==> src/tev_pkg.sv <==
package tev_pkg;
  localparam int REG_AW = 8;
  localparam int PORT_W = 8;
  localparam int MAC_W = 48;
  localparam int STAT_N = 8;
  localparam int FLAG_W = 10;

  localparam logic [7:0] INT_LO_OFS = 8'h20;
  localparam logic [7:0] INT_HI_OFS = 8'h21;
  localparam logic [7:0] MASK_LO_OFS = 8'h24;
  localparam logic [7:0] MASK_HI_OFS = 8'h25;
  localparam logic [7:0] LRN_WORD0_OFS = 8'h30;
  localparam logic [7:0] LRN_WORD1_OFS = 8'h34;
  localparam logic [7:0] LRN_PORT_OFS = 8'h37;
  localparam logic [7:0] EXP_WORD0_OFS = 8'h40;
  localparam logic [7:0] EXP_WORD1_OFS = 8'h44;
  localparam logic [7:0] EXP_PORT_OFS = 8'h46;
  localparam logic [7:0] STAT_BASE_OFS = 8'h50;
  localparam logic [1:0] STAT_MSB_LANE = 2'h3;

  localparam int B_FRESH = 0;
  localparam int B_FRESH_MISS = 1;
  localparam int B_MOVE = 2;
  localparam int B_MOVE_MISS = 3;
  localparam int B_LOCKED = 4;
  localparam int B_LOCKED_MISS = 5;
  localparam int B_EXPIRY = 6;
  localparam int B_EXPIRY_MISS = 7;
  localparam int B_STAT = 8;
  localparam int B_TEST = 9;

  localparam logic [FLAG_W-1:0] FLAGS_RST = 10'h000;
  localparam logic [FLAG_W-1:0] MASK_RST = 10'h000;
  localparam logic [7:0] RDATA_RST = 8'h00;

  typedef enum logic [1:0] {
    LRN_FRESH,
    LRN_MOVE,
    LRN_LOCKED
  } tev_kind_e;

  typedef struct packed {
    logic [MAC_W-1:0] mac;
    logic [PORT_W-1:0] port;
  } tev_entry_s;

  typedef struct packed {
    logic valid;
    tev_kind_e kind;
    tev_entry_s entry;
  } tev_learn_s;

  typedef struct packed {
    logic valid;
    tev_entry_s entry;
  } tev_expire_s;
endpackage

==> src/tev_event_report.sv <==
`timescale 1ns/1ps
module tev_event_report (
  input wire logic CLK,
  input wire logic RST,
  input wire tev_pkg::tev_learn_s LRN_EVT,
  input wire tev_pkg::tev_expire_s EXP_EVT,
  input wire logic [tev_pkg::STAT_N-1:0] STAT_MSB,
  input wire logic RD_STB,
  input wire logic WR_STB,
  input wire logic [tev_pkg::REG_AW-1:0] ADDR,
  input wire logic [7:0] WDATA,
  output logic [7:0] RDATA,
  output logic RD_VALID,
  output logic HOST_IRQ_OUT,
  output logic [tev_pkg::STAT_N-1:0] STAT_CLR
);
  localparam int FW = tev_pkg::FLAG_W;

  logic [FW-1:0] flags_reg, flags_next, set_v, clr_v;
  logic [FW-1:0] mask_reg, mask_next;
  tev_pkg::tev_entry_s lrn_reg, exp_reg;
  logic lrn_lock_reg, exp_lock_reg;
  logic lrn_rel, exp_rel, lrn_free, exp_free;
  logic [tev_pkg::STAT_N-1:0] msb_seen_reg, stat_hit;
  logic [7:0] rd_byte;

  function automatic int kind_bit(tev_pkg::tev_kind_e k, logic missed);
    int b;
    b = tev_pkg::B_FRESH;
    unique case (k)
      tev_pkg::LRN_MOVE: b = tev_pkg::B_MOVE;
      tev_pkg::LRN_LOCKED: b = tev_pkg::B_LOCKED;
      default: b = tev_pkg::B_FRESH;
    endcase
    return missed ? b + 1 : b;
  endfunction

  function automatic logic [7:0] mac_byte(logic [47:0] m, int k);
    return m[47-8*k -: 8];
  endfunction

  // A release in the same cycle as an event lets that event be captured
  assign lrn_rel = RD_STB && ADDR == tev_pkg::LRN_PORT_OFS;
  assign exp_rel = RD_STB && ADDR == tev_pkg::EXP_PORT_OFS;
  assign lrn_free = !lrn_lock_reg || lrn_rel;
  assign exp_free = !exp_lock_reg || exp_rel;

  always_comb begin
    set_v = '0;
    clr_v = '0;
    if (LRN_EVT.valid) begin
      set_v[kind_bit(LRN_EVT.kind, !lrn_free)] = 1'b1;
    end
    if (EXP_EVT.valid) begin
      if (exp_free) begin
        set_v[tev_pkg::B_EXPIRY] = 1'b1;
      end else begin
        set_v[tev_pkg::B_EXPIRY_MISS] = 1'b1;
      end
    end
    if (|(STAT_MSB & ~msb_seen_reg)) begin
      set_v[tev_pkg::B_STAT] = 1'b1;
    end
    if (WR_STB && ADDR == tev_pkg::INT_HI_OFS && WDATA[1]) begin
      set_v[tev_pkg::B_TEST] = 1'b1;
    end
    // Masked flags clear too; set beats clear
    if (RD_STB && ADDR == tev_pkg::INT_LO_OFS) begin
      clr_v[7:0] = 8'hFF;
    end
    if (RD_STB && ADDR == tev_pkg::INT_HI_OFS) begin
      clr_v[FW-1:8] = 2'h3;
    end
    flags_next = (flags_reg & ~clr_v) | set_v;
  end

  always_comb begin
    mask_next = mask_reg;
    if (WR_STB && ADDR == tev_pkg::MASK_LO_OFS) begin
      mask_next[7:0] = WDATA;
    end
    if (WR_STB && ADDR == tev_pkg::MASK_HI_OFS) begin
      mask_next[FW-1:8] = WDATA[1:0];
    end
  end

  always_ff @(posedge CLK or posedge RST) begin
    if (RST) begin
      flags_reg <= tev_pkg::FLAGS_RST;
      mask_reg <= tev_pkg::MASK_RST;
      HOST_IRQ_OUT <= 1'b0;
    end else begin
      flags_reg <= flags_next;
      mask_reg <= mask_next;
      HOST_IRQ_OUT <= |(flags_next & mask_next);
    end
  end

  always_ff @(posedge CLK or posedge RST) begin
    if (RST) begin
      lrn_lock_reg <= 1'b0;
      lrn_reg <= '0;
    end else if (LRN_EVT.valid && lrn_free) begin
      // Port field is the seen, new or attempted port per kind
      lrn_reg <= LRN_EVT.entry;
      lrn_lock_reg <= 1'b1;
    end else if (lrn_rel) begin
      lrn_lock_reg <= 1'b0;
    end
  end

  always_ff @(posedge CLK or posedge RST) begin
    if (RST) begin
      exp_lock_reg <= 1'b0;
      exp_reg <= '0;
    end else if (EXP_EVT.valid && exp_free) begin
      exp_reg <= EXP_EVT.entry;
      exp_lock_reg <= 1'b1;
    end else if (exp_rel) begin
      exp_lock_reg <= 1'b0;
    end
  end

  // Only counter bits above 23 matter; LSB-first reads are the host's job
  always_comb begin
    for (int i = 0; i < tev_pkg::STAT_N; i++) begin
      stat_hit[i] = RD_STB && ADDR == tev_pkg::STAT_BASE_OFS
        + 8'(4 * i) + 8'(tev_pkg::STAT_MSB_LANE);
    end
  end

  always_ff @(posedge CLK or posedge RST) begin
    if (RST) begin
      msb_seen_reg <= '0;
      STAT_CLR <= '0;
    end else begin
      msb_seen_reg <= STAT_MSB;
      STAT_CLR <= stat_hit;
    end
  end

  always_comb begin
    rd_byte = 8'h00;
    unique case (ADDR)
      tev_pkg::INT_LO_OFS: rd_byte = flags_reg[7:0];
      tev_pkg::INT_HI_OFS: rd_byte = {6'h00, flags_reg[FW-1:8]};
      tev_pkg::MASK_LO_OFS: rd_byte = mask_reg[7:0];
      tev_pkg::MASK_HI_OFS: rd_byte = {6'h00, mask_reg[FW-1:8]};
      tev_pkg::LRN_WORD0_OFS: rd_byte = mac_byte(lrn_reg.mac, 0);
      tev_pkg::LRN_WORD0_OFS + 8'h01: rd_byte = mac_byte(lrn_reg.mac, 1);
      tev_pkg::LRN_WORD0_OFS + 8'h02: rd_byte = mac_byte(lrn_reg.mac, 2);
      tev_pkg::LRN_WORD0_OFS + 8'h03: rd_byte = mac_byte(lrn_reg.mac, 3);
      tev_pkg::LRN_WORD1_OFS: rd_byte = mac_byte(lrn_reg.mac, 4);
      tev_pkg::LRN_WORD1_OFS + 8'h01: rd_byte = mac_byte(lrn_reg.mac, 5);
      tev_pkg::LRN_PORT_OFS: rd_byte = lrn_reg.port;
      tev_pkg::EXP_WORD0_OFS: rd_byte = mac_byte(exp_reg.mac, 0);
      tev_pkg::EXP_WORD0_OFS + 8'h01: rd_byte = mac_byte(exp_reg.mac, 1);
      tev_pkg::EXP_WORD0_OFS + 8'h02: rd_byte = mac_byte(exp_reg.mac, 2);
      tev_pkg::EXP_WORD0_OFS + 8'h03: rd_byte = mac_byte(exp_reg.mac, 3);
      tev_pkg::EXP_WORD1_OFS: rd_byte = mac_byte(exp_reg.mac, 4);
      tev_pkg::EXP_WORD1_OFS + 8'h01: rd_byte = mac_byte(exp_reg.mac, 5);
      tev_pkg::EXP_PORT_OFS: rd_byte = exp_reg.port;
      default: rd_byte = 8'h00;
    endcase
  end

  always_ff @(posedge CLK or posedge RST) begin
    if (RST) begin
      RDATA <= tev_pkg::RDATA_RST;
      RD_VALID <= 1'b0;
    end else begin
      RDATA <= RD_STB ? rd_byte : RDATA;
      RD_VALID <= RD_STB;
    end
  end
endmodule

==> config.mk <==
export PLATFORM = sky130hd
export DESIGN_NAME = tev_event_report
export DESIGN_NICKNAME = d
export VERILOG_FILES = /design/src/tev_pkg.sv /design/src/tev_event_report.sv
export SDC_FILE = /design/constraint.sdc
export NUM_CORES = 1
export LEC_CHECK = 0
export BUFFER_PORTS_ARGS = -buffer_cell sky130_fd_sc_hd__buf_2
export CAP_MARGIN = 5
export CORE_ASPECT_RATIO = 0.8
export CORE_MARGIN = 5
export CORE_UTILIZATION = 45
export CTS_BUF_LIST = sky130_fd_sc_hd__clkbuf_4 sky130_fd_sc_hd__clkbuf_8 sky130_fd_sc_hd__clkbuf_16
export DETAILED_ROUTE_END_ITERATION = 10
export PLACE_DENSITY = 0.69
export SYNTH_ARGS = -nofsm -noshare
export SYNTH_HDL_FRONTEND = slang
export SYNTH_SLANG_ARGS = --single-unit
==> constraint.sdc <==
create_clock -name CLK -period 12 [get_ports CLK]
set_input_delay 0.6 -clock CLK [delete_from_list [all_inputs] [get_ports CLK]]
set_output_delay 0.6 -clock CLK [all_outputs]
set_load 0.1 [all_outputs]
==> flow_summary.toml, run 1 <==
[status]
status = "finished clean"

[critical_path]
cp_slowest_cell = "o31ai_2"
rr_worst_depth = 7
endpoint_kind = "register"
reg2reg_to = "HOST_IRQ_OUT"
worst-path-buf-inv = 2
cp_slowest_stage_delay_ps = 740
rrSetupSlack_ps = 10010
r2r-start = "exp_lock_reg"
cp_max_fo = 56
critPathKind = "in -> reg"
crit_required_ps = 12300
cp_top_family = "simple AND/OR/NAND/NOR gates"
cp_cell_sequence = "buf_2, nand4bb_1, o31ai_2, nand2_2, buf_4, mux2_1"
start_kind = "input port"
cp.arrival_ps = 3060

[global_route]
grt_max_degree = 91
grt_overflow = 0
grt_pass1_vias = 5290
grt_antenna_before_repair = 3
grt_use_met1_pct = 30.7
met3_usage_pct = 6.68
use_met2_pct = 32.9
grt_pass1_wl_mm = 29.7
track_usage_pct = 21.8
top_usage_layer = "met2"

[clocking]
cts_post_setup_buffers_inserted = 0
cts.sinks = 160
numCtsBuffers = 17
clk_path_buf_depth = 2
cts_tree = "done"
ctsHoldBuffers = 0
cts-resized-gates = 0
cts_root_buf = "clkbuf_16"
clk_pin_slew_ps = 60
cts_max_level = 4
clk_latency_ps = 420

[timing]
fin_crit_sh_pct = 23.0
rsz0062_at_grt = "no"
setup_viol = 0
fin_crit_ps = 2760
drv_slew = 0
fmax_ghz = 0.362
hold-worst-slack_ps = 293
skew_ps = 7.66
slew_headroom_pct = 28.4
hold_violations = 0
tns_ps = 0
worst_slew_pin_slew_ps = 1070

[die]
start_util_pct = 46.1
io_pins = 162
row_count = 40
core_um2 = 15100
fp.dieW_um = 149
dieHeight_um = 121
die_area_um2 = 18100

[routing]
drt_wl_total_mm = 19.3
drt_iter0_markers = 523
avgRoutedWirePerCell_um = 21.6
vias = 5117
vias_per_cell = 5.72
dr.pass1.iters = 5
drc = 0
ant_nets = 0

[place]
io_buffers = 161
hpwl_mm = 14.0
gp_congestion = 0.866
placedCellCount = 862

[layout]
layout_common_cells = "buf_2, dfrtp_1, mux2_2"
insertedDiodeCount = 0
syn2layout_area_growth_pct = 23.7
nets = 817
final_common_cell = "buf_2"
drive_gt1_share_pct = 43.4
nFillCells = 1294
stdcell_count = 894

[yosys]
ys_ff_latch = 160
ys_warn_count = 0
synthesis.area_um2 = 6970
syn_avg_cell_area_um2 = 13.5
synth_cell_types = 52
synth_cells = 515
async_reset_ff_share_pct = 100
synth_top_flop_cell = "dfrtp_1"
synth_edf_count = 0
ys_seq_area_share_pct = 57.5
synth_nets = 661

[min_path]
hold_class = "in -> reg"
min_to = "msb_seen_reg[6]"
min_from = "STAT_MSB[6]"
whs_path_depth = 1

[power]
total_power_mw = 1.29
power_density_nw_per_um2 = 150
p_leak_nw = 4.05
ir_drop_mv = 0.0940

[job]
drv_cap = 0
## worst register-to-register path: stages, from the launching register on
cell	delay [ps]
dfrtp_1	320
inv_1	30
a31oi_1	320
nor2b_4	120
buf_4	350
a211o_1	330
a221oi_1	290
nand3_1	110
## per-layer routing
layer	share of wire (%)	wire, µm
met3	9.6	1850
met4	1.2	240
met1	44	8550
met2	45	8670
met5	0.13	26
## synth_stat cells (3+ instances only)
cell type	count	area share (%)
inv_1	10	0.54
a32o_1	6	0.86
mux2_1	42	6.8
nand2b_1	4	0.36
buf_2	13	0.93
nor3_1	7	0.50
a221oi_1	3	0.38
o21ai_0	3	0.22
a32oi_1	6	0.75
a222oi_1	6	0.86
mux2_2	80	13
clkbuf_1	15	0.81
nor4b_4	3	1.0
o22ai_1	4	0.36
nor2_1	18	0.97
o2bb2ai_1	3	0.38
a21oi_1	6	0.43
buf_4	4	0.43
dfrtp_1	160	57
a22oi_1	44	4.7
a22o_1	6	0.75
nand3b_1	3	0.32
a31oi_1	14	1.3
nand2_1	10	0.54
nand3_1	10	0.72
## logic make-up (layout without fill, tap and decap cells)
family / count (synthesis) / after routing / synth area share [%]
and+or+nand+nor: 76 / 76 / 7.13
muxes: 122 / 122 / 19.7
buffers and inverters: 43 / 212 / 2.87
adders and majority gates: 2 / 2 / 0.359
DFF: 160 / 160 / 57.5
AOI/OAI and AO/OA: 112 / 112 / 12.5
## worst max path at each step
| stage | startpoint | endpoint | slack, ps | depth (start not counted) |
|---|---|---|---|---|
| floorplan | RST | HOST_IRQ_OUT | 7080 | 1 |
| global placement | ADDR[7] | lrn_reg[40] | 8870 | 6 |
| detailed placement | ADDR[7] | lrn_reg[6] | 8870 | 6 |
| CTS | ADDR[7] | lrn_reg[6] | 9310 | 6 |
| global route | ADDR[7] | lrn_reg[32] | 9120 | 6 |
| finish | ADDR[7] | lrn_reg[6] | 9240 | 6 |
## final cells by class
class / count / area (µm²) / area share (%)
Multi-Input combinational cell: 312 / 2810 / 32.7
Timing Repair Buffer: 170 / 873 / 10.1
Clock buffer: 20 / 467 / 5.42
Sequential cell: 160 / 4000 / 46.5
Tap cell: 210 / 263 / 3.05
Clock inverter: 12 / 155 / 1.80
Inverter: 10 / 42.5 / 0.494
## where the power goes
| part | total (mW) | switching, mW | internal, mW | leakage, nW |
|---|---|---|---|---|
| Sequential | 0.604 | 0.0235 | 0.581 | 2.06 |
| Combinational | 0.123 | 0.0707 | 0.0522 | 1.68 |
| Clock | 0.564 | 0.219 | 0.345 | 0.303 |
| Total | 1.29 | 0.313 | 0.978 | 4.05 |
## metrics by stage
step / area, µm² / utilization [%] / setup slack (ps)
final: 8620 / 57.0 / 9240
after CTS: 8620 / 57.0 / 9310
after global routing: 8620 / 57.0 / 9120
after detailed placement: 8000 / 52.9 / 8870
after floorplan: 6970 / - / 7080
after global placement: 8000 / 52.9 / 8870
(Power assumes the default switching activity.)
==> run 2, diff against run 1 <==
- ABC_AREA: unset -> 1
- PLACE_DENSITY: 0.69 -> 0.68
- clock period: 12 -> 2.6 ns (I/O delays scaled with it)
==> run 2 against run 1 <==
Compared with the run above: critical path depth up 1; synthesized area increased by 8.9%; die area up 8.2%; critical path type unchanged; largest power group unchanged.
==> flow_summary.toml, run 2 <==
[yosys]
ys_warn_count = 0
yosys.area.top_type_share_pct = 52.8
synth_edf_count = 0
synthesis.area_um2 = 7590
syn_avg_cell_area_um2 = 9.76
synth_cells = 777
synth.most_common_cell = "nand2_1"
async_reset_ff_share_pct = 100
synth_nets = 923
ys_seq_area_share_pct = 52.8
synthTopCellsByArea = "dfrtp_1, mux2_4, nand2_1, nor2_1, inv_1"
synth_cell_types = 27
synth_commonest_cells = "nand2_1, dfrtp_1, nor2_1"
synth_top_flop_cell = "dfrtp_1"
yosys.area.top_type = "dfrtp_1"
ys_ff_latch = 160

[layout]
final_common_cell = "nand2_1"
nets = 1226
layout_common_cells = "nand2_1, buf_2, dfrtp_1"
fin_area_um2 = 10600
drive_gt1_share_pct = 28.5
syn2layout_area_growth_pct = 39.5
insertedDiodeCount = 0
stdcell_count = 1313

[die]
die_area_um2 = 19600
start_util_pct = 45.8
fp.dieW_um = 155
row_count = 42
core_um2 = 16600
dieHeight_um = 126
io_pins = 162

[clocking]
cts_tree = "done"
cts_max_level = 4
clk_pin_slew_ps = 60
cts_post_setup_buffers_inserted = 0
cts_root_buf = "clkbuf_16"
cts-resized-gates = 0
clk_latency_ps = 430
numCtsBuffers = 17
cts.sinks = 160
clk_path_buf_depth = 2
ctsHoldBuffers = 127

[critical_path]
cp_max_fo = 37
rrSetupSlack_ps = 850
cp.depth = 7
cp_cell_sequence = "dlygate4sd3_1, buf_2, nand3_4, nand2_4, nand2_4, buf_12, mux2_2"
start_kind = "input port"
cp.arrival_ps = 2130
reg2reg_to = "lrn_reg[50]"
rr_worst_depth = 4
cp_slowest_stage_delay_ps = 530
worst-path-buf-inv = 3
path_common_cell = "nand2_4"
crit_required_ps = 2910
critPathLaunch = "RD_STB"
endpoint_kind = "register"
critPathKind = "in -> reg"
r2r-start = "lrn_lock_reg"
worstSetupEndpoint = "lrn_reg[50]"
cp_top_family = "buffers and inverters"
cp_slowest_cell = "dlygate4sd3_1"

[min_path]
hold_class = "in -> reg"

[routing]
avgRoutedWirePerCell_um = 18.2
dr.pass1.iters = 5
drc = 0
vias_per_cell = 4.94
drt_wl_total_mm = 23.9
vias = 6488
ant_nets = 0
drt_iter0_markers = 527

[job]
drv_cap = 0

[timing]
slew_headroom_pct = 50.3
hold-worst-slack_ps = 24.9
skew_ps = 9.52
hold_violations = 0
fin_crit_ps = 1820
fmax_ghz = 0.549
rsz0062_at_grt = "no"
setup_viol = 0
drv_slew = 0
tns_ps = 0
fin_crit_sh_pct = 70.0
worst_slew_pin_slew_ps = 743

[power]
power.switching_mw = 2.42
power_density_nw_per_um2 = 826
p_seq_share_pct = 45.9
p_clk_share_pct = 31.0
p_leak_nw = 5.63
pwr-share-comb_pct = 23.1
swShare_pct = 27.7
p_int_mw = 6.31
ir_drop_mv = 0.471

[global_route]
grt_pass1_vias = 7044
met3_usage_pct = 6.00
track_usage_pct = 25.2
grt_max_degree = 124
use_met2_pct = 39.4
grt_antenna_before_repair = 0
grt_use_met1_pct = 35.8
top_usage_layer = "met2"
grt_pass1_wl_mm = 38.2
grt_overflow = 0

[place]
io_buffers = 161
gp_congestion = 0.882
placed_area_um2 = 8670
hpwl_mm = 16.2
placedCellCount = 1154

[status]
status = "finished clean"
[run 2: changes by cell type after synthesis, sizes merged, moves of 12 or more]
cell    previous run  this run
mux2             122        89
clkbuf            15         2
o21ai              4        26
a22oi             44         0
a31oi             14         0
a21oi              6        24
nand4              1        13
nand3             12        42
nor2              18        82
inv               10        65
nand2             10       249
[run 2: routing by layer]
metal	part of all wire (%)	vias up
met4	1.3	0
met5	0	-
li1	-	3110
met3	7.0	24
met2	45	226
met1	47	3128
[run 2: worst reg2reg max path: stages, from the launching register on]
cell,delay (ps)
dfrtp_1,440
nand2_4,110
nand2_4,360
buf_12,330
mux2_2,390
[run 2: how the worst min path moves through the flow]
stage | from | to | slack, ps | cells after the start
floorplan | RD_STB | RD_VALID | 160 | 0
global placement | RST | exp_reg[24] | 80 | 2
detailed placement | RST | exp_reg[24] | 80 | 2
CTS | WDATA[2] | mask_reg[2] | 5 | 3
global route | WDATA[2] | mask_reg[2] | 20 | 3
finish | ADDR[3] | STAT_CLR[3] | 20 | 3
[run 2: kinds of logic after synthesis]
family	Yosys count	share of synthesized area [%]
flops	160	52.8
mux	89	16.7
fa+ha+maj	2	0.330
simple gates	389	21.4
compound gates	53	3.55
buf+inv	84	5.26
[run 2: power by group through the flow]
stage          Combinational (mW)  Sequential, mW  Clock, mW
4_1_cts                      2.02            3.99       2.73
3_5_place_dp                 1.86            4.01          0
3_3_place_gp                 1.80            3.99          0
2_1_floorplan                1.40            3.88          0
5_1_grt                      2.19            4.09       2.83
6_report                     2.02            4.01       2.71
[run 2: layout make-up]
cell class                 instances  area (µm²)
inverter                          65         248
multi-input combinational        533        3190
clock buffer                      20         454
timing repair buffer             303        2230
sequential                       160        4000
tap                              220         275
fill                            1297        5970
clock inverter                    12         183
[run 2: per-stage QoR]
step                      util [%]  setup slack, ps  total power [mW]
after global routing          63.9              716              9.12
after CTS                     63.9              827              8.74
after detailed placement      52.4              691              5.87
final                         63.9              780              8.74
after global placement        52.4              721              5.79
after floorplan                  -              441              5.27
